`src/mbcd_defs.svh`:
```
/*
 Constants for the mic bias current detect block: register addresses, field positions,
 reset values and timing counts.
 Assumes it is included by its bare name from the package, which the design modules import.
*/
`ifndef MBCD_DEFS_SVH
`define MBCD_DEFS_SVH
`define MBCD_ADDR_PWR1 8'h19
`define MBCD_ADDR_LVL 8'h30
`define MBCD_ADDR_ACC 8'h31
`define MBCD_ADDR_IRQ 8'h32
`define MBCD_BIT_BIAS_EN 1
`define MBCD_BIT_BIAS_LVL 0
`define MBCD_BIT_DET_EN 9
`define MBCD_ACC_THR_HI 14
`define MBCD_ACC_THR_LO 12
`define MBCD_SHT_THR_HI 11
`define MBCD_SHT_THR_LO 10
`define MBCD_BIT_ACC_STS 7
`define MBCD_BIT_SHT_STS 6
`define MBCD_BIT_ACC_POL 0
`define MBCD_BIT_SHT_POL 1
`define MBCD_BIT_ACC_IRQ 4
`define MBCD_BIT_SHT_IRQ 5
`define MBCD_BIT_SYSTEM_CLOCK_EN 2
`define MBCD_BIT_GPIO_SEL 3
`define MBCD_RST_LVL 1'b1
`define MBCD_RST_ZERO 16'h0000
`define MBCD_FILT_COUNT 4'ha
`define MBCD_SAMPLE_NS 10000
`define MBCD_CLK_NS 10
`define MBCD_SAMPLE_CYC (`MBCD_SAMPLE_NS / `MBCD_CLK_NS)
`define MBCD_ACC_SETTLE 4'h4
`endif

```
`src/mbcd_pkg.sv`:
```
/*
 Types shared by the mic bias current detect block.
 Assumes mbcd_defs.svh is on the include path.
*/
`include "mbcd_defs.svh"
package mbcd_pkg;
  typedef struct packed {
    logic wr;
    logic rd;
    logic [7:0] addr;
    logic [15:0] wdata;
  } mbcd_req_s;
  typedef struct packed {
    logic acc_above;
    logic sht_above;
  } mbcd_cmp_s;
  typedef enum logic [1:0] {
    MBCD_IDLE = 2'b00,
    MBCD_COUNT = 2'b01,
    MBCD_HELD = 2'b11
  } mbcd_filt_e;
endpackage : mbcd_pkg

```
`src/mbcd_sync.sv`:
```
/*
 Two flip-flop synchroniser for the analogue comparator levels.
 Assumes the comparator outputs are asynchronous to clock.
*/
`timescale 1ns/1ps
module mbcd_sync import mbcd_pkg::*; (
  input wire logic clock,
  input wire logic rst_n,
  input wire mbcd_cmp_s async_in,
  output mbcd_cmp_s sync_out
);
  typedef struct packed {
    mbcd_cmp_s s1;
    mbcd_cmp_s s2;
  } mbcd_sync_st_s;
  mbcd_sync_st_s st_reg;
  mbcd_sync_st_s st_next;
  always_comb begin
    st_next.s1 = async_in;
    st_next.s2 = st_reg.s1;
  end
  always_ff @(posedge clock or negedge rst_n) begin
    if (!rst_n) begin
      st_reg <= '0;
    end else begin
      st_reg <= st_next;
    end
  end
  assign sync_out = st_reg.s2;
endmodule : mbcd_sync

```
`src/mbcd_filter.sv`:
```
/*
 Consecutive-measurement filter for the short comparison.
 Assumes sample_tick is a one-cycle enable that only pulses while the system clock runs.
*/
`timescale 1ns/1ps
module mbcd_filter import mbcd_pkg::*; (
  input wire logic clock,
  input wire logic rst_n,
  input wire logic sample_tick,
  input wire logic raw_in,
  output logic filt_out
);
  typedef struct packed {
    mbcd_filt_e state;
    logic [3:0] count;
    logic out;
  } mbcd_filt_st_s;
  mbcd_filt_st_s st_reg;
  mbcd_filt_st_s st_next;
  always_comb begin
    st_next = st_reg;
    if (sample_tick) begin
      case (st_reg.state)
        MBCD_IDLE: begin
          if (raw_in) begin
            st_next.state = MBCD_COUNT;
            st_next.count = 4'h1;
          end
        end
        MBCD_COUNT: begin
          if (!raw_in) begin
            st_next.state = MBCD_IDLE;
            st_next.count = 4'h0;
          end else if (st_reg.count == `MBCD_FILT_COUNT - 4'h1) begin
            st_next.state = MBCD_HELD;
            st_next.out = 1'b1;
          end else begin
            st_next.count = st_reg.count + 4'h1;
          end
        end
        MBCD_HELD: begin
          if (!raw_in) begin
            st_next.state = MBCD_IDLE;
            st_next.count = 4'h0;
            st_next.out = 1'b0;
          end
        end
        default: begin
          st_next.state = MBCD_IDLE;
          st_next.count = 4'h0;
          st_next.out = 1'b0;
        end
      endcase
    end
  end
  always_ff @(posedge clock or negedge rst_n) begin
    if (!rst_n) begin
      st_reg <= '0;
    end else begin
      st_reg <= st_next;
    end
  end
  assign filt_out = st_reg.out;
endmodule : mbcd_filter

```
`src/mbcd_top.sv`:
```
/*
 Mic bias control and current detect: bias enable and level, threshold selects,
 live status, short filter, polarity-selected event flags and GPIO level output.
 The bias pin enable is active low and changes on the same edge as the drive level.
 Assumes a simple synchronous register port, analogue comparators that report
 against the thresholds driven here, and a system clock presence level.
*/
//
// Contract
// - Drive bias only when enable bit set.
// - Level bit selects five or seven sixths.
// - Bit 9 enables both current comparisons.
// - Three-bit accessory threshold at bits 14:12.
// - Two-bit short threshold at bits 11:10.
// - Accessory status bit 7 tracks comparison.
// - Short status bit 6 tracks comparison.
// - Short event after ten consecutive measurements.
// - Polarity 0 flags accessory insertion.
// - Polarity 1 flags accessory removal.
// - Polarity 0 flags filtered hook press.
// - Polarity 1 flags hook release.
// - Detections feed interrupts and GPIO level.
// - Filter runs only with clock present, enabled.
// - Events during no clock detected later.
// - Accessory detection bandwidth limited, bounded delay.
`timescale 1ns/1ps
module mbcd_top import mbcd_pkg::*; (
  input wire logic clock,
  input wire logic rst_n,
  input wire logic reg_wr,
  input wire logic reg_rd,
  input wire logic [7:0] reg_addr,
  input wire logic [15:0] reg_wdata,
  output logic [15:0] reg_rdata,
  output logic reg_ack,
  input wire logic clock_source_present,
  input wire logic comp_acc_above,
  input wire logic comp_sht_above,
  output logic mic_bias_output_drive,
  output logic mic_bias_output_oe_n,
  output logic bias_level_select,
  output logic current_detect_enable,
  output logic [2:0] accessory_threshold,
  output logic [1:0] short_threshold,
  output logic accessory_event,
  output logic short_event,
  output logic gpio_detect_level
);
  typedef struct packed {
    logic bias_en;
    logic bias_lvl;
    logic det_en;
    logic [2:0] acc_thr;
    logic [1:0] sht_thr;
    logic acc_pol;
    logic sht_pol;
    logic system_clock_en;
    logic gpio_sel;
    logic acc_irq;
    logic sht_irq;
    logic acc_sts;
    logic sht_sts;
    logic acc_state;
    logic sht_state;
    logic [3:0] acc_settle;
    logic [13:0] div_cnt;
    logic tick;
    logic [15:0] rdata;
    logic ack;
    logic acc_ev;
    logic sht_ev;
    logic gpio;
    logic oe_n;
  } mbcd_top_st_s;
  mbcd_top_st_s st_reg;
  mbcd_top_st_s st_next;
  mbcd_cmp_s cmp_raw;
  mbcd_cmp_s cmp_sync;
  logic sht_filt;
  logic clk_ok;

  // Register view of the accessory detect control word, used by reads.
  function automatic logic [15:0] mbcd_acc_word(input mbcd_top_st_s s);
    logic [15:0] w;
    w = `MBCD_RST_ZERO;
    w[`MBCD_ACC_THR_HI:`MBCD_ACC_THR_LO] = s.acc_thr;
    w[`MBCD_SHT_THR_HI:`MBCD_SHT_THR_LO] = s.sht_thr;
    w[`MBCD_BIT_DET_EN] = s.det_en;
    w[`MBCD_BIT_ACC_STS] = s.acc_sts;
    w[`MBCD_BIT_SHT_STS] = s.sht_sts;
    return w;
  endfunction : mbcd_acc_word

  // Polarity picks which edge of a detection raises its flag.
  function automatic logic mbcd_event_sel(input logic pol, input logic rise, input logic fall);
    return pol ? fall : rise;
  endfunction : mbcd_event_sel

  // Write-one-to-clear flag: a set in the same cycle as its clear wins.
  function automatic logic mbcd_flag_next(input logic set_now, input logic held,
    input logic clr_now);
    return set_now | (held & ~clr_now);
  endfunction : mbcd_flag_next

  // Register view of the power word; only the bits this block owns read back.
  function automatic logic [15:0] mbcd_pwr1_word(input mbcd_top_st_s s);
    logic [15:0] w;
    w = `MBCD_RST_ZERO;
    w[`MBCD_BIT_BIAS_EN] = s.bias_en;
    w[`MBCD_BIT_SYSTEM_CLOCK_EN] = s.system_clock_en;
    return w;
  endfunction : mbcd_pwr1_word

  // Register view of the bias level word.
  function automatic logic [15:0] mbcd_lvl_word(input mbcd_top_st_s s);
    logic [15:0] w;
    w = `MBCD_RST_ZERO;
    w[`MBCD_BIT_BIAS_LVL] = s.bias_lvl;
    return w;
  endfunction : mbcd_lvl_word

  // Register view of the polarity, flag and output select word.
  function automatic logic [15:0] mbcd_irq_word(input mbcd_top_st_s s);
    logic [15:0] w;
    w = `MBCD_RST_ZERO;
    w[`MBCD_BIT_ACC_POL] = s.acc_pol;
    w[`MBCD_BIT_SHT_POL] = s.sht_pol;
    w[`MBCD_BIT_GPIO_SEL] = s.gpio_sel;
    w[`MBCD_BIT_ACC_IRQ] = s.acc_irq;
    w[`MBCD_BIT_SHT_IRQ] = s.sht_irq;
    return w;
  endfunction : mbcd_irq_word

  assign cmp_raw.acc_above = comp_acc_above;
  assign cmp_raw.sht_above = comp_sht_above;

  // Comparator levels come from the analogue side, so they pass two flops first.
  mbcd_sync u_sync (
    .clock(clock),
    .rst_n(rst_n),
    .async_in(cmp_raw),
    .sync_out(cmp_sync)
  );

  // The filter only sees sample ticks while the system clock is usable.
  assign clk_ok = st_reg.system_clock_en & st_reg.det_en;

  mbcd_filter u_filter (
    .clock(clock),
    .rst_n(rst_n),
    .sample_tick(st_reg.tick),
    .raw_in(cmp_sync.sht_above & st_reg.det_en),
    .filt_out(sht_filt)
  );

  always_comb begin
    logic acc_live;
    logic sht_live;
    logic acc_rise;
    logic acc_fall;
    logic sht_rise;
    logic sht_fall;
    logic acc_set;
    logic sht_set;
    logic [15:0] clr;
    acc_rise = 1'b0;
    acc_fall = 1'b0;
    sht_rise = 1'b0;
    sht_fall = 1'b0;
    acc_set = 1'b0;
    sht_set = 1'b0;
    clr = `MBCD_RST_ZERO;
    acc_live = cmp_sync.acc_above & st_reg.det_en;
    sht_live = cmp_sync.sht_above & st_reg.det_en;
    st_next = st_reg;
    st_next.ack = 1'b0;
    st_next.acc_ev = 1'b0;
    st_next.sht_ev = 1'b0;
    st_next.acc_sts = acc_live;
    st_next.sht_sts = sht_live;

    // Sample clock divider; ticks only while the clock criteria hold.
    st_next.tick = 1'b0;
    if (clk_ok && clock_source_present) begin
      if (st_reg.div_cnt == 14'(`MBCD_SAMPLE_CYC - 1)) begin
        st_next.div_cnt = 14'h0000;
        st_next.tick = 1'b1;
      end else begin
        st_next.div_cnt = st_reg.div_cnt + 14'h0001;
      end
    end

    // Accessory debounce: the state moves only after the level has stood for several
    // sample ticks, which limits bandwidth. With no clock nothing moves, and the first
    // ticks after it returns still see the changed level, so the event is not lost.
    if (st_reg.tick) begin
      if (acc_live != st_reg.acc_state) begin
        if (st_reg.acc_settle == `MBCD_ACC_SETTLE - 4'h1) begin
          st_next.acc_state = acc_live;
          st_next.acc_settle = 4'h0;
          acc_rise = acc_live;
          acc_fall = ~acc_live;
        end else begin
          st_next.acc_settle = st_reg.acc_settle + 4'h1;
        end
      end else begin
        st_next.acc_settle = 4'h0;
      end
    end

    // The filter output is the held short state; its edges are the events.
    st_next.sht_state = sht_filt;
    sht_rise = sht_filt & ~st_reg.sht_state;
    sht_fall = ~sht_filt & st_reg.sht_state;
    acc_set = mbcd_event_sel(st_reg.acc_pol, acc_rise, acc_fall);
    sht_set = mbcd_event_sel(st_reg.sht_pol, sht_rise, sht_fall);
    st_next.acc_ev = acc_set;
    st_next.sht_ev = sht_set;
    st_next.gpio = st_reg.gpio_sel ? st_reg.sht_state : st_reg.acc_state;

    // Register writes; flag clears are write-one-to-clear and lose to a new set.
    if (reg_wr) begin
      st_next.ack = 1'b1;
      case (reg_addr)
        `MBCD_ADDR_PWR1: begin
          st_next.bias_en = reg_wdata[`MBCD_BIT_BIAS_EN];
          st_next.system_clock_en = reg_wdata[`MBCD_BIT_SYSTEM_CLOCK_EN];
        end
        `MBCD_ADDR_LVL: begin
          st_next.bias_lvl = reg_wdata[`MBCD_BIT_BIAS_LVL];
        end
        `MBCD_ADDR_ACC: begin
          st_next.acc_thr = reg_wdata[`MBCD_ACC_THR_HI:`MBCD_ACC_THR_LO];
          st_next.sht_thr = reg_wdata[`MBCD_SHT_THR_HI:`MBCD_SHT_THR_LO];
          st_next.det_en = reg_wdata[`MBCD_BIT_DET_EN];
        end
        `MBCD_ADDR_IRQ: begin
          st_next.acc_pol = reg_wdata[`MBCD_BIT_ACC_POL];
          st_next.sht_pol = reg_wdata[`MBCD_BIT_SHT_POL];
          st_next.gpio_sel = reg_wdata[`MBCD_BIT_GPIO_SEL];
          clr = reg_wdata;
        end
        default: begin
          // Unmapped addresses are acknowledged so the host never waits on a hole.
          st_next.ack = 1'b1;
        end
      endcase
    end
    st_next.acc_irq = mbcd_flag_next(acc_set, st_reg.acc_irq, clr[`MBCD_BIT_ACC_IRQ]);
    st_next.sht_irq = mbcd_flag_next(sht_set, st_reg.sht_irq, clr[`MBCD_BIT_SHT_IRQ]);
    // The enable follows the new bias bit on the same edge as the drive level, so the
    // pin never floats while the drive says on, nor drives while it says off.
    st_next.oe_n = ~st_next.bias_en;

    // Reads register their word, so read data stands until the next read.
    if (reg_rd) begin
      st_next.ack = 1'b1;
      st_next.rdata = `MBCD_RST_ZERO;
      case (reg_addr)
        `MBCD_ADDR_PWR1: begin
          st_next.rdata = mbcd_pwr1_word(st_reg);
        end
        `MBCD_ADDR_LVL: begin
          st_next.rdata = mbcd_lvl_word(st_reg);
        end
        `MBCD_ADDR_ACC: begin
          st_next.rdata = mbcd_acc_word(st_reg);
        end
        `MBCD_ADDR_IRQ: begin
          st_next.rdata = mbcd_irq_word(st_reg);
        end
        default: begin
          st_next.rdata = `MBCD_RST_ZERO;
        end
      endcase
    end
  end

  always_ff @(posedge clock or negedge rst_n) begin
    if (!rst_n) begin
      // Level select resets high and the pin floats; every other field resets to zero.
      st_reg <= '0;
      st_reg.bias_lvl <= `MBCD_RST_LVL;
      st_reg.oe_n <= 1'b1;
    end else begin
      st_reg <= st_next;
    end
  end

  assign reg_rdata = st_reg.rdata;
  assign reg_ack = st_reg.ack;
  assign mic_bias_output_drive = st_reg.bias_en;
  assign mic_bias_output_oe_n = st_reg.oe_n;
  assign bias_level_select = st_reg.bias_lvl;
  assign current_detect_enable = st_reg.det_en;
  assign accessory_threshold = st_reg.acc_thr;
  assign short_threshold = st_reg.sht_thr;
  assign accessory_event = st_reg.acc_ev;
  assign short_event = st_reg.sht_ev;
  assign gpio_detect_level = st_reg.gpio;
endmodule : mbcd_top

```
`config.mk`:
```
export PLATFORM = sky130hd
export DESIGN_NAME = mbcd_top
export DESIGN_NICKNAME = d
export VERILOG_FILES = /design/src/mbcd_pkg.sv /design/src/mbcd_sync.sv /design/src/mbcd_filter.sv /design/src/mbcd_top.sv
export VERILOG_INCLUDE_DIRS = /design/src
export SDC_FILE = /design/constraint.sdc
export NUM_CORES = 1
export LEC_CHECK = 0
export ABC_AREA = 1
export BUFFER_PORTS_ARGS = -buffer_cell sky130_fd_sc_hd__buf_4
export CORE_MARGIN = 5
export CORE_UTILIZATION = 50
export CTS_CLUSTER_DIAMETER = 60
export DETAILED_ROUTE_END_ITERATION = 12
export GPL_TIMING_DRIVEN = 1
export HOLD_SLACK_MARGIN = 0.05
export PLACE_DENSITY = 0.75
export SLEW_MARGIN = 30
export SYNTH_ARGS = -nofsm -noshare
export SYNTH_HDL_FRONTEND = slang
export SYNTH_HIERARCHICAL = 1
export SYNTH_SLANG_ARGS = --single-unit
```
`constraint.sdc`:
```
create_clock -name clock -period 1.6 [get_ports clock]
set_input_delay 0.32 -clock clock [delete_from_list [all_inputs] [get_ports clock]]
set_output_delay 0.32 -clock clock [all_outputs]
set_load 0.1 [all_outputs]
```
# == After elaboration in Yosys (flattened, before gate mapping) ==
# Cells that the tools add are included.
# op_classes
bitwise,16
n_mux,35
eq_ne,16
n_reduce_logical,10
n_addsub,3
# ops
op,n
$pmux 15 s4,1
$mux 6,5
$eq 8x6->1 const B,3
$mux 1,19
$pmux 6 s3,1
$add 14x1->14 const B,1
$eq 14x10->1 const B,1
$mux 14,1
$mux 12,1
$mux 4,3
$add 4x1->4 const B,2
$eq 8x5->1 const B,1
$reduce_and 2->1,4
$reduce_and 4->1,2
$and 1x1->1,7
$mux 7,1
$not 1->1,7
$ne 2x1->1 const B,3
$ne 3x3->1 const B,2
$reduce_and 5->1,1
$eq 4x2->1 const B,1
$eq 4x4->1 const B,1
$mux 2,2
$pmux 1 s3,1
8 further kinds,9
# totals
regBits,68
wordCells,111
out_inout_bits,29
inputBits,31

# == Longest topological paths before layout ==
# Gate-level depths: netlist of the first run.
# logic_depth
depth_word,7
depth_mapped,9
depth_no_buf,9

# == Modules after synthesis ==
# Netlist of the first run, hierarchy kept.
# by_module_without_submodules
module,instances,cells_per_inst,area_each_um2
mbcd_top,1,365,2836.5
mbcd_filter,1,68,466.7
mbcd_sync,1,4,100.1

# == Least setup slack after synthesis of the first run ==
# No wires, ideal clock.
# synth_path
path_kind,register to register
start,register st_reg (netlist bit current_detect_enable)
end,register u_filter.st_reg (netlist bit u_filter/filt_out)
synth_period_minus_slack_ps,1829
path_stages_with_launch,10
arrival_time_ps,1712
path_slack_ps,-229
cell_sequence,dfrtp_1 > nand2_1 > inv_1 > nand2_1 > nor2_2 > nand2_2 > nand2_1 > nand2_1 > nand2_1 > nand2_1
# synth_lines
item,line_no,text
from (decl),mbcd_top.sv:75,mbcd_top_st_s st_reg;
from (signal assigned),mbcd_top.sv:286,st_reg <= st_next;
to (signal assigned),mbcd_filter.sv:60,st_reg <= st_next;
to (decl),mbcd_filter.sv:18,mbcd_filt_st_s st_reg;

# == Worst setup path in the final report of the first run ==
# layout_path
start,register st_reg (netlist bit bias_level_select)
end,output bias_level_select
# layout_lines
item,line_no,text
to (decl),mbcd_top.sv:41,"output logic bias_level_select,"
# No word-level cell between the ends.

==> flow_results.org, run 1 <==
** Routing
- Before antenna repair, the detailed router went through 4 iterations.
- After detailed routing, the average wire length per cell comes to 12.39 um.
- Post-route DRC :: 0
- Number of nets with antenna violations after detailed routing :: 0
- For this block, the routed nets add up to a little over 7000 um of wire.
- The first routing iteration left roughly 130 violations.
- Vias per std cell :: roughly 5
- Summing over every cut layer, the via total after detailed routing is roughly 2,800.

** Global route
- Via count of the first global-routing pass :: 2,713
- Entering global routing, the biggest net connects 28 pins.
- Tot GR Track Use :: roughly 18%
- Summed over all layers, the global routing overflow is 0.
- The initial antenna violation count was 0.
- The first global-routing pass estimated approximately 12,000 um of wire.

** Placed design
- Input and output buffers added on the ports amount to 53.
- Routability-driven placement finished with a final weighted congestion of between 0.8 and 0.9.
- Placed standard-cell area :: 3779 um^2
- At the placement stage, the worst setup path has a slack of 157.0 ps.
- Detailed placement ended at an HPWL of between 5000 and 6000 um.

** STA
- Post-Route Setup TNS :: 0 ps
- Hold violation total from the final report :: 0
- Derived from the worst setup path, the maximum achievable clock frequency is approximately 0.67 GHz.
- The number of max-slew violations in the final report is 0.
- Unrepaired setup endpoints after global routing :: no
- Post-Route Hold Slack :: about 80 ps
- Final setup vio count :: 0
- Worst clock skew :: between 10 and 15 ps
- Final worst-path cycle share :: 93.80%
- Counting I/O delays and the setup requirement, the final critical path takes around 1500 ps.
- Pin slew with the least headroom to its limit :: between 500 and 600 ps
- In the post-route analysis, the smallest setup slack over all paths is 99.22 ps.
- The worst pin sits at a relative slew slack of 65.10%.

** Synthesis
- Sequential cells were found to cover 49.34% of the synthesized design area.
- Count of distinct cell types in the synthesized netlist :: 24
- In this run the cell area of the synthesized design comes to approximately 3400 um^2.
- The Yosys step of the flow raised 6 warnings.
- The synthesized design contains 67 register bits.
- Synthesized area divided by synthesized cell count :: between 7 and 8 um^2
- Gate count of the mapped netlist :: approximately 440

** Floorplanning
- Core area :: roughly 6700 um^2
- In this run the vertical extent of the chip is 92.50 um.
- For this configuration, the core starts out at a cell density of between 50% and 60%.
- Total Die Area :: 8556 um^2
- The die is slightly above 90 um wide.
- I/O pin cnt :: 60
- Number of standard-cell rows in the floorplan :: 30

** Final layout
- Multi-input gate area :: approximately 1400 um^2
- Most common cell after layout, fill and taps aside :: sky130_fd_sc_hd__nand2_1
- Area growth from synthesis to final layout :: 17.90%
- Final instance area :: 4013 um^2
- Flip-flop count of the largest register after layout :: 29
- In the final layout, the share of cells above drive strength 1 is between 10% and 20%.
- Registers take ~1700 um^2.
- Filler instances :: 579
- 0 antenna diodes ended up in the layout.
- The library cells used most frequently in the layout, excluding fill and tap cells, are 148 x sky130_fd_sc_hd__nand2_1, 64 x sky130_fd_sc_hd__dfrtp_1, 56 x sky130_fd_sc_hd__buf_4.
- For this run, the post-layout net count is approximately 520.

** Critical path
- Critical path buffer and inverter count :: 1
- Slowest library cell on the worst path :: sky130_fd_sc_hd__dfstp_2
- The critical path is of the reg2out type.
- The worst setup path is launched from a flip-flop.
- Worst R2R Setup Slack :: 210 ps
- Highest cell delay on the worst timing path :: about 550 ps
- In this run the critical register-to-register path is captured at st_reg[34]$_DFFE_PN0P_.
- R2R depth :: 6
- Along the worst path, the maximum fanout reaches 3.
- In this design, the largest share of critical-path delay is due to flip-flops.
- Endpoint type of the worst setup path :: primary output
- Startpoint of the worst setup timing path :: bias_level_select$_DFFE_PN1P_
- Critical R2R Launch :: st_reg[22]$_DFFE_PN0P_
- For the worst setup path, the data required time is 1280 ps.
- At the worst endpoint, the arrival time is between 1000 and 1500 ps.
- Ordered cell list for the critical path :: buf_4

** Clock tree
- The clock tree synthesis step divided the H-tree into 3 levels.
- Number of hold buffers added after CTS :: 1
- The later pin in the worst-skew pair is clocked with a latency of ~350 ps.
- Post-CTS setup repair buffer count :: 0
- After clock tree synthesis, the clock-pin slew on the worst setup and hold paths is approximately 70 ps.
- Clock tree from TritonCTS :: done
- Cell chosen for the clock root :: sky130_fd_sc_hd__clkbuf_8
- The longest clock path from root to sink contains 2 buffers.
- Resized cells post-CTS :: 0
- In this run, CTS created clock tree buffers numbering 9.
- The tree built by TritonCTS fans out to 67 sinks.

** Power
- Leakage component of the power :: between 2 and 2.5 nW
- Design Power :: 0.003621 W
- Power per cell area :: ~900 nW/um^2
- VDD sags by at most 0.4413 mV.

** Outcome
- The run finished with clean final reports.

** Min path
- The worst hold path begins at comp_sht_above.
- Destination of the worst hold path :: u_sync/st_next[0]$_DFF_PN0_
- Class of the tightest hold or removal check :: in2reg
- Cell depth of the worst hold path :: 1

** Flow run
- Count of maximum capacitance violations :: 0
routing by layer:
metal	wire length, um	track usage, %
met1	3062	21.64
met2	3364	28.88
met3	455	4.712
met4	156	9.406
met5	0	0
layout make-up:
| cell class | count | area share (%) |
|---|---|---|
| repair buffers | 58 | 11.23 |
| clock inverters | 7 | 2.495 |
| clock buffers | 9 | 3.087 |
| flip-flops and latches | 67 | 41.88 |
| inverters | 53 | 4.958 |
| well taps | 80 | 2.495 |
| multi-input cells | 294 | 33.86 |
metrics by stage:
| step | std cells | utilization (%) |
|---|---|---|
| floorplan | 438 | - |
| global placement | 551 | 56.24 |
| detailed placement | 551 | 56.24 |
| CTS | 568 | 59.72 |
| global route | 568 | 59.72 |
| finish | 568 | 59.72 |
cells by family (layout without fill, tap and decap cells):
logic type,Yosys count,after routing,synth area share [%]
and+or+nand+nor,251,251,31.91
buffers and inverters,77,127,10.85
DFF,67,67,49.34
AOI/OAI and AO/OA,30,30,4.522
xor gates and xnor gates,7,7,1.802
adders and majority gates,4,4,1.471
other,1,2,0.1102
power by group:
group,switching (W),internal [W]
Clock,0.000690,0.000887
Sequential,0.0000213,0.00172
Combinational,0.000216,0.0000852
Total,0.000927,0.00269
worst max path at each step:
| stage | cells after the start | endpoint |
|---|---|---|
| after floorplan | 9 | u_filter/filt_out$_DFFE_PN0P_ |
| after global placement | 8 | accessory_threshold[2]$_DFFE_PN0P_ |
| after detailed placement | 8 | accessory_threshold[2]$_DFFE_PN0P_ |
| after CTS | 1 | bias_level_select |
| after global routing | 9 | u_filter/filt_out$_DFFE_PN0P_ |
| final | 1 | bias_level_select |
synth_stat cells (all sizes together):
library cell / number / area [um^2]
dfrtp: 65 / 1627
dfstp: 2 / 52.55
clkbuf: 2 / 7.510
a21oi: 2 / 10.01
nand4: 2 / 12.51
xnor2: 3 / 26.28
nand2: 153 / 591.8
nor3: 3 / 15.01
inv: 53 / 198.9
o21ai: 25 / 125.1
buf: 22 / 162.7
ha: 4 / 50.05
xor2: 4 / 35.03
a31oi: 1 / 6.260
o22ai: 2 / 12.51
nand3: 44 / 240.2
conb: 1 / 3.750
nor2: 49 / 226.5
(Power assumes the default switching activity.)
==> run 2, diff against run 1 <==
Settings changed: PLACE_DENSITY 0.75 to 0.74, SYNTH_HIERARCHICAL 1 to not set.
==> flow_results.org, run 2 <==
** Clock tree
- Count of clock tree sinks :: 67 (unchanged)
- Clock tree from TritonCTS :: done
- The maximum count of clock buffers along a single path came to 2 (unchanged).
- The H-tree depth came to 3 (unchanged).
- The TritonCTS buffer count was 9 (unchanged).
- Cell chosen for the clock root :: sky130_fd_sc_hd__clkbuf_8
- The clock insertion delay at the later pin of the skew report is 340 ps (about the same).
- CTS clock-pin slew for the worst setup and hold paths :: 80 ps (about the same)

** Synthesis
- Netlist area before placement :: 3437 um^2 (+0.99%)
- The count of yosys warnings during synthesis came to 0 (-6).
- Synthesized area divided by synthesized cell count :: 7.689 um^2 (-1.3%)
- Top cell type's share of synthesized area :: 47.32% (-0.47 points)
- The register bit total from synthesis is 67 (unchanged).
- The number of synthesized flops with an enable pin was 0 (unchanged).
- Leading post-synthesis cells by cell area :: sky130_fd_sc_hd__dfrtp_1 47%, sky130_fd_sc_hd__nand2_1 16%, sky130_fd_sc_hd__inv_1 6.1%, sky130_fd_sc_hd__nand3_1 5.8%, sky130_fd_sc_hd__buf_4 5.0%
- Summed over all instances, the cell type with the most area after synthesis is sky130_fd_sc_hd__dfrtp_1.
- The count of distinct cell types in the synthesized netlist was 27 (+13%).
- The most common cell in the synthesized netlist is sky130_fd_sc_hd__nand2_1.
- Main synth FF type :: sky130_fd_sc_hd__dfrtp_1
- Gate count of the mapped netlist :: 447 (+2.3%)
- The fraction of synthesis flops using an asynchronous set or reset pin was 100.0% (unchanged).
- Synth top cells by count :: 145 x sky130_fd_sc_hd__nand2_1, 65 x sky130_fd_sc_hd__dfrtp_1, 56 x sky130_fd_sc_hd__inv_1, 42 x sky130_fd_sc_hd__nor2_1, 40 x sky130_fd_sc_hd__nand3_1
- Sequential element share of the synthesized area :: 48.85% (-0.48 points)

** Final layout
- Leaving out fill and tap cells, the most frequent cell in the layout is sky130_fd_sc_hd__nand2_1.
- Antenna diode count :: 0 (unchanged)
- Post-route core utilization :: 59.30% (-0.42 points)
- The number of flip-flops under the largest register name is 29 (unchanged).
- In the layout the commonest cells are 145 x sky130_fd_sc_hd__nand2_1, 64 x sky130_fd_sc_hd__dfrtp_1, 57 x sky130_fd_sc_hd__buf_4.
- Layout cells sized above 1 :: 18.02% (-1.2 points)
- Final layout net count :: 524 (+1.2%)
- The count of filler cells inserted in the layout was 601 (+3.8%).
- Area growth from synthesis to final layout :: 16.56%
- The number of standard cells in the final layout excluding fillers was 574 (+1.1%).
- The final cell area excluding filler cells is 4006 um^2 (-0.16%).

** Min path
- The tightest min-delay check is of the in2reg type.

** STA
- The portion of the clock cycle consumed by the worst path in the final layout came to 93.44% (-0.36 points).
- The post-route minimum period was 1495 ps (-5.767 ps).
- Worst clock skew :: 10.19 ps (-1.017 ps)
- Post-Route Setup TNS :: 0 ps (unchanged)
- The worst-margin pin slew was 612.3 ps (+89.38 ps).
- Final max-slew violation count :: 0 (unchanged)
- Setup repair after global routing left no endpoint under its margin.
- The final-report hold violation count came to 0 (unchanged).
- Worst slew margin relative to its limit :: 59.14% (-6.0 points)
- The total setup violations reported at the end of the flow came to 0 (unchanged).
- Achievable frequency :: 0.6689 GHz (+0.39%)

** Critical path
- Startpoint of the worst setup timing path :: bias_level_select$_DFFE_PN1P_
- Slowest library cell on the worst path :: sky130_fd_sc_hd__dfstp_2
- R2R depth :: 7 (+1)
- In this run the worst setup path terminates at bias_level_select.
- Logic depth of the worst path, buffers included :: 1 (unchanged)
- By startpoint and endpoint, the worst setup path is classified as reg2out.
- End of the worst register-to-register path :: st_reg[30]$_DFFE_PN0P_
- Highest cell delay on the worst timing path :: 550 ps (about the same)
- Nature of the critical path startpoint :: flip-flop
- Worst R2R Setup Slack :: 170 ps (-40 ps)
- Critical R2R Launch :: st_reg[23]$_DFFE_PN0P_
- Maximum net fanout on the critical path :: 3 (unchanged)
- Critical path buffer and inverter count :: 1 (unchanged)
- The required time at the endpoint of the critical path came to 1280 ps (about the same).
- Family with the most delay on the worst path :: flip-flops
- The critical path goes through buf_4.
- The worst setup path is captured at a primary output.
- Arrival time worst endpoint :: 1180 ps (about the same)

** Global route
- First-pass GRT wire length :: 11,760 um (-2.9%)
- Initial antenna violation count :: 0 (unchanged)
- Global-route congestion overflow total :: 0 (unchanged)
- The number of global-route vias before repair was 2,656 (-2.1%).
- The maximum number of pins on one net before global-route repair is 32 (+14%).
- Tot GR Track Use :: 16.99% (-0.81 points)

** Power
- Clock power frac :: 38.6% (-5.0 points)
- The reported leakage power is 2.094 nW (-2.3%).
- IR Drop Worst-Case VDD :: 0.4804 mV (+8.9%)
- The switching fraction of total power is 28.87% (+3.3 points).
- Sw Pwr :: 0.001055 W (+14%)
- Part of the power in registers :: 48.9% (+0.8 points)
- The internal power summed over all cells was 0.002599 W (-3.5%).
- Combinational group share of total power :: 12.5% (+4.2 points)
- The power per cell area was 912.1 nW/um^2 (+1.1%).
- The sum of internal, switching and leakage power is 0.003654 W (+0.92%).

** Floorplanning
- The die width is 92.91 um (+0.44%).
- The initial core utilization is 50.87% (+0.22 points).
- The area of the die came to 8632 um^2 (+0.89%).
- Number of standard-cell rows in the floorplan :: 30 (unchanged)
- I/O pin cnt :: 60 (unchanged)
- The die span in y was 92.91 um (+0.44%).
- Core area :: 6756 um^2 (+0.56%)

** Routing
- The total wire length came to 6908 um (-1.9%).
- Detailed-route wire length per cell :: 12.03 um (-2.9%)
- The length of the first detailed-routing pass in iterations was 4 (unchanged).
- Count of routing violations after the opening detailed-route iteration :: 79 (-41%)
- The post-detailed-route via-to-cell ratio came to 4.997 (about the same).
- The count of nets left with antenna violations after detail routing was 0 (unchanged).
- Total number of vias :: 2,868 (+1.0%)
- The number of remaining DRC errors is 0 (unchanged).

** Placed design
- Routability congestion estimate :: 0.8855 (-0.53%)
- The final HPWL from detailed placement came to 5143 um (-1.8%).
- Number of cells after detailed placement :: 557 (+1.1%)
- Placed standard-cell area :: 3792 um^2 (+0.36%)
- The total of buffers placed on input and output ports was 53 (unchanged).

** Outcome
- Status :: complete, no violations

** Flow run
- Count of maximum capacitance violations :: 0 (unchanged)
==> run 2: cell count changes in the layout (fill, tap and decap cells not counted), sizes merged, moves of 2 or more <==
cell   change
nand4      +9
o31ai      +6
nand2      -5
nand3      -4
inv        +3
or2        +2
xnor2      -2
xor2       -2
==> run 2: timing repair <==
item	in CTS	in global routing
gates resized for setup	0	1
hold buffers	1	0
setup endpoints to repair	0	2
buffers inserted	0	0
endpoints found under the hold margin	20	0
==> run 2: cells by family after synthesis <==
family                     count (synthesis)  share of synthesized area, %
adders and majority gates                  4                         1.456
AOI/OAI and AO/OA                         33                         5.314
xor gates and xnor gates                   3                        0.7646
other                                      1                        0.1091
buffers and inverters                     85                         11.87
and+or+nand+nor                          254                         31.63
DFF                                       67                         48.85
==> run 2: power by group through the flow <==
stage	combinational (W)	clock (W)	sequential, W
after floorplan	0.000268	0	0.00186
after global placement	0.000452	0	0.00182
after detailed placement	0.000457	0	0.00182
after CTS	0.000461	0.00144	0.00179
after global routing	0.000499	0.00152	0.00180
final	0.000456	0.00141	0.00179
==> run 2: how the worst min path moves through the flow <==
stage | cells past startpoint | slack [ps] | startpoint | endpoint
finish | 1 | 80 | comp_acc_above | u_sync.st_next[1]$_DFF_PN0_
detailed placement | 1 | 250 | rst_n | mic_bias_output_drive$_DFF_PN0_
global placement | 1 | 240 | rst_n | mic_bias_output_drive$_DFF_PN0_
floorplan | 0 | 20 | rst_n | accessory_event$_DFF_PN0_
CTS | 1 | 70 | comp_acc_above | u_sync.st_next[1]$_DFF_PN0_
global route | 1 | 60 | comp_acc_above | u_sync.st_next[1]$_DFF_PN0_
==> run 2: worst register-to-register path, cell delays in order (launching register included) <==
cell and delay, ps:
sky130_fd_sc_hd__dfrtp_1 370, sky130_fd_sc_hd__ha_1 330, sky130_fd_sc_hd__nand2_1 110, sky130_fd_sc_hd__nor2_2 260, sky130_fd_sc_hd__nand3_1 100, sky130_fd_sc_hd__nand2_1 70, sky130_fd_sc_hd__inv_1 30, sky130_fd_sc_hd__nor2_1 100
==> run 2: routing by layer <==
metal,up-vias,global-route usage (%),share of wire [%]
met5,-,0,0
met4,0,6.349,0.85
met3,5,5.443,7.2
met2,78,26.87,47
met1,1317,21.73,45
li1,1468,-,-
==> run 2: layout make-up <==
cell class | count | area [um^2] | area share, %
clock buffer | 9 | 123.9 | 3.092
clock inverter | 7 | 77.57 | 1.936
inverter | 56 | 210.2 | 5.247
multi-input combinational | 296 | 1356 | 33.85
sequential | 67 | 1680 | 41.94
tap | 80 | 100.1 | 2.498
timing repair buffer | 59 | 457.9 | 11.43
==> run 2: per-stage QoR <==
| stage | hold slack [ps] | setup slack (ps) |
|---|---|---|
| final | 78.72 | 105.0 |
| after global routing | 61.78 | 23.44 |
| after CTS | 68.93 | 93.61 |
| after detailed placement | 248.4 | 170.7 |
| after global placement | 243.6 | 164.5 |
| after floorplan | 24.41 | 29.67 |
==> run 3, diff against run 2 <==
Settings changed: CORE_ASPECT_RATIO set to 0.75.
==> flow_results.org, run 3 (synthesis gave the netlist of run 2 again) <==
** Clock tree
- TritonCTS built the clock tree.
- Cell chosen for the clock root :: sky130_fd_sc_hd__clkbuf_8
- Max Root-Sink Buffers :: 2 (unchanged)
- Number of buffers inserted during clock tree synthesis :: 9 (unchanged)
- The clock sink count came to 67 (unchanged).
- H-tree depth :: 3 (unchanged)
- The clock insertion delay at the later pin of the skew report came to 340 ps (about the same).
- The clock slew at the register clock pins of the worst setup and hold paths is 70 ps (about the same).

** Floorplanning
- Starting utilization of the core area :: 51.04% (+0.17 points)
- The total number of placement rows is 26 (-13%).
- The die width came to 105.7 um (+14%).
- The area of the die is 8649 um^2 (+0.20%).
- The top-level I/O count is 60 (unchanged).
- The placeable core area came to 6734 um^2 (-0.33%).
- The die span in y was 81.80 um (-12%).

** Final layout
- Filler instances :: 604 (+0.50%)
- Most frequent cells in the layout :: 145 x sky130_fd_sc_hd__nand2_1, 64 x sky130_fd_sc_hd__dfrtp_1, 60 x sky130_fd_sc_hd__buf_4
- Layout cells sized above 1 :: 18.35% (+0.33 points)
- Multi-input gate area :: 1356 um^2 (unchanged)
- Flip-flop count of the largest register after layout :: 29 (unchanged)
- Final layout net count :: 526 (+0.38%)
- Area growth from synthesis to final layout :: 18.17%
- The antenna diode instance count is 0 (unchanged).
- The total area of sequential cells came to 1680 um^2 (unchanged).
- Most common cell after layout, fill and taps aside :: sky130_fd_sc_hd__nand2_1
- The final standard cell utilization of the core is 60.31% (+1.0 points).

** Critical path
- The count of buffering cells on the critical path with inverters included came to 1 (unchanged).
- The top fanout value on the critical path was 3 (unchanged).
- The slowest stage of the critical path is the sky130_fd_sc_hd__dfstp_2 cell.
- Among cell families on the critical path, the largest total delay comes from flip-flops.
- Critical R2R Launch :: current_detect_enable$_DFFE_PN0P_
- The critical path starts at bias_level_select$_DFFE_PN1P_.
- WS Path Type :: reg2out
- Arrival time worst endpoint :: 1180 ps (about the same)
- The signal on the critical path passes through buf_4.
- Highest cell delay on the worst timing path :: 550 ps (about the same)
- Endpoint type of the worst setup path :: primary output
- Nature of the critical path startpoint :: flip-flop
- Required time at the worst-slack endpoint :: 1280 ps (about the same)

** STA
- Final worst-path cycle share :: 93.87% (+0.43 points)
- The worst-margin pin slew came to 604.0 ps (-8.255 ps).
- The worst relative slew slack came to 59.69% (+0.55 points).
- The maximum clock rate was 0.6658 GHz (-0.46%).
- Hold violation total from the final report :: 0 (unchanged)
- Post-Route Hold Slack :: 84.46 ps (+5.737 ps)
- The total setup violations reported at the end of the flow came to 0 (unchanged).
- Setup repair after global routing left no endpoint under its margin.
- The post-route minimum period came to 1502 ps (+6.938 ps).
- Final max-slew violation count :: 0 (unchanged)
- Worst clock skew :: 4.103 ps (-6.091 ps)
- The total negative slack came to 0 ps (unchanged).

** Global route
- Tot GR Track Use :: 18.43% (+1.4 points)
- Initial antenna violation count :: 0 (unchanged)
- First-pass GRT wire length :: 12,790 um (+8.7%)
- Largest net degree at the start of global routing :: 42 (+31%)
- The total global routing overflow is 0 (unchanged).
- The number of global-route vias before repair came to 2,830 (+6.6%).

** Routing
- The number of remaining DRC errors came to 0 (unchanged).
- The length of the first detailed-routing pass in iterations was 5 (+1).
- Detailed-route wire length per cell :: 12.46 um (+3.5%)
- Top layer reached by signal wires :: met4
- The amount of wire on met3 after detailed routing is 373 um (-24%).
- The count of nets left with antenna violations after detail routing is 0 (unchanged).
- The post-detailed-route via-to-cell ratio is 4.929 (-1.3%).
- Total wire length after detailed routing :: 7226 um (+4.6%)
- The number of vias after detailed routing came to 2,859 (-0.31%).
- The met1 layer wirelength in the final routing is 3502 um (+13%).
- The routed length on met2 is 3292 um (+1.1%).
- Count of routing violations after the opening detailed-route iteration :: 156 (+97%)

** Flow run
- Count of maximum capacitance violations :: 0 (unchanged)

** Outcome
- The flow ran to the end, and the final reports show no timing, DRC or antenna violations.

** Placed design
- The final HPWL from detailed placement is 5405 um (+5.1%).
- Routability congestion estimate :: 0.9063 (+2.3%)
- Port buffer count :: 53 (unchanged)

** Min path
- Hold Path Origin :: comp_sht_above
- In this run the worst hold path is classified as in2reg.

** Power
- Power per cell area :: 978.3 nW/um^2 (+7.3%)
- Leakage component of the power :: 2.119 nW (+1.2%)
- IR Drop Worst-Case VDD :: 0.5556 mV (+16%)
[run 3: path summary, 6_finish.rpt]
check / end / slack [ps] / cells after the start
max in group asynchronous: short_threshold[0]$_DFFE_PN0P_ / 580 / 3
hold reg to reg: u_sync.sync_out[1]$_DFF_PN0_ / 350 / 0
setup / recovery: bias_level_select / 100 / 1
hold / removal: u_sync.st_next[0]$_DFF_PN0_ / 80 / 1
min in group asynchronous: reg_rdata[2]$_DFFE_PN0P_ / 490 / 2
setup reg to reg: st_reg[35]$_DFFE_PN0P_ / 140 / 8
[run 3: area by class of cell]
type	instances	area share, %
well taps	84	2.588
inverters	56	5.176
repair buffers	61	11.34
clock buffers	10	3.389
flip-flops and latches	67	41.37
multi-input cells	296	33.39
clock inverters	6	2.742
[run 3: power by group]
group          switching, W  internal (W)  total [W]
clock network      0.000645       0.00108    0.00172
registers         0.0000456       0.00175    0.00179
logic              0.000332      0.000124   0.000456
[run 3: metrics by stage]
step                      instance area [um^2]  worst slack, ps  instances  power [W]
after global placement                    3800            216.6        563   0.002269
final                                     4061            98.05        580   0.003973
after CTS                                 4059            79.38        580   0.004025
after global routing                      4061            38.04        580   0.004155
after detailed placement                  3800            182.2        563   0.002281
after floorplan                           3442            29.67        448   0.002130
[run 3: repair_timing]
item / in CTS / in global routing
endpoints found under the hold margin: 35 / 0
resized for setup: 0 / 1
hold buffers: 1 / 0
setup buffers: 0 / 0
setup endpoints to repair: 0 / 2
[run 3: metal layers]
| metal | vias up | track usage [%] |
|---|---|---|
| li1 | 1466 | - |
| met1 | 1317 | 24.01 |
| met2 | 70 | 30.41 |
| met3 | 6 | 4.713 |
| met4 | 0 | 6.210 |
| met5 | - | 0 |
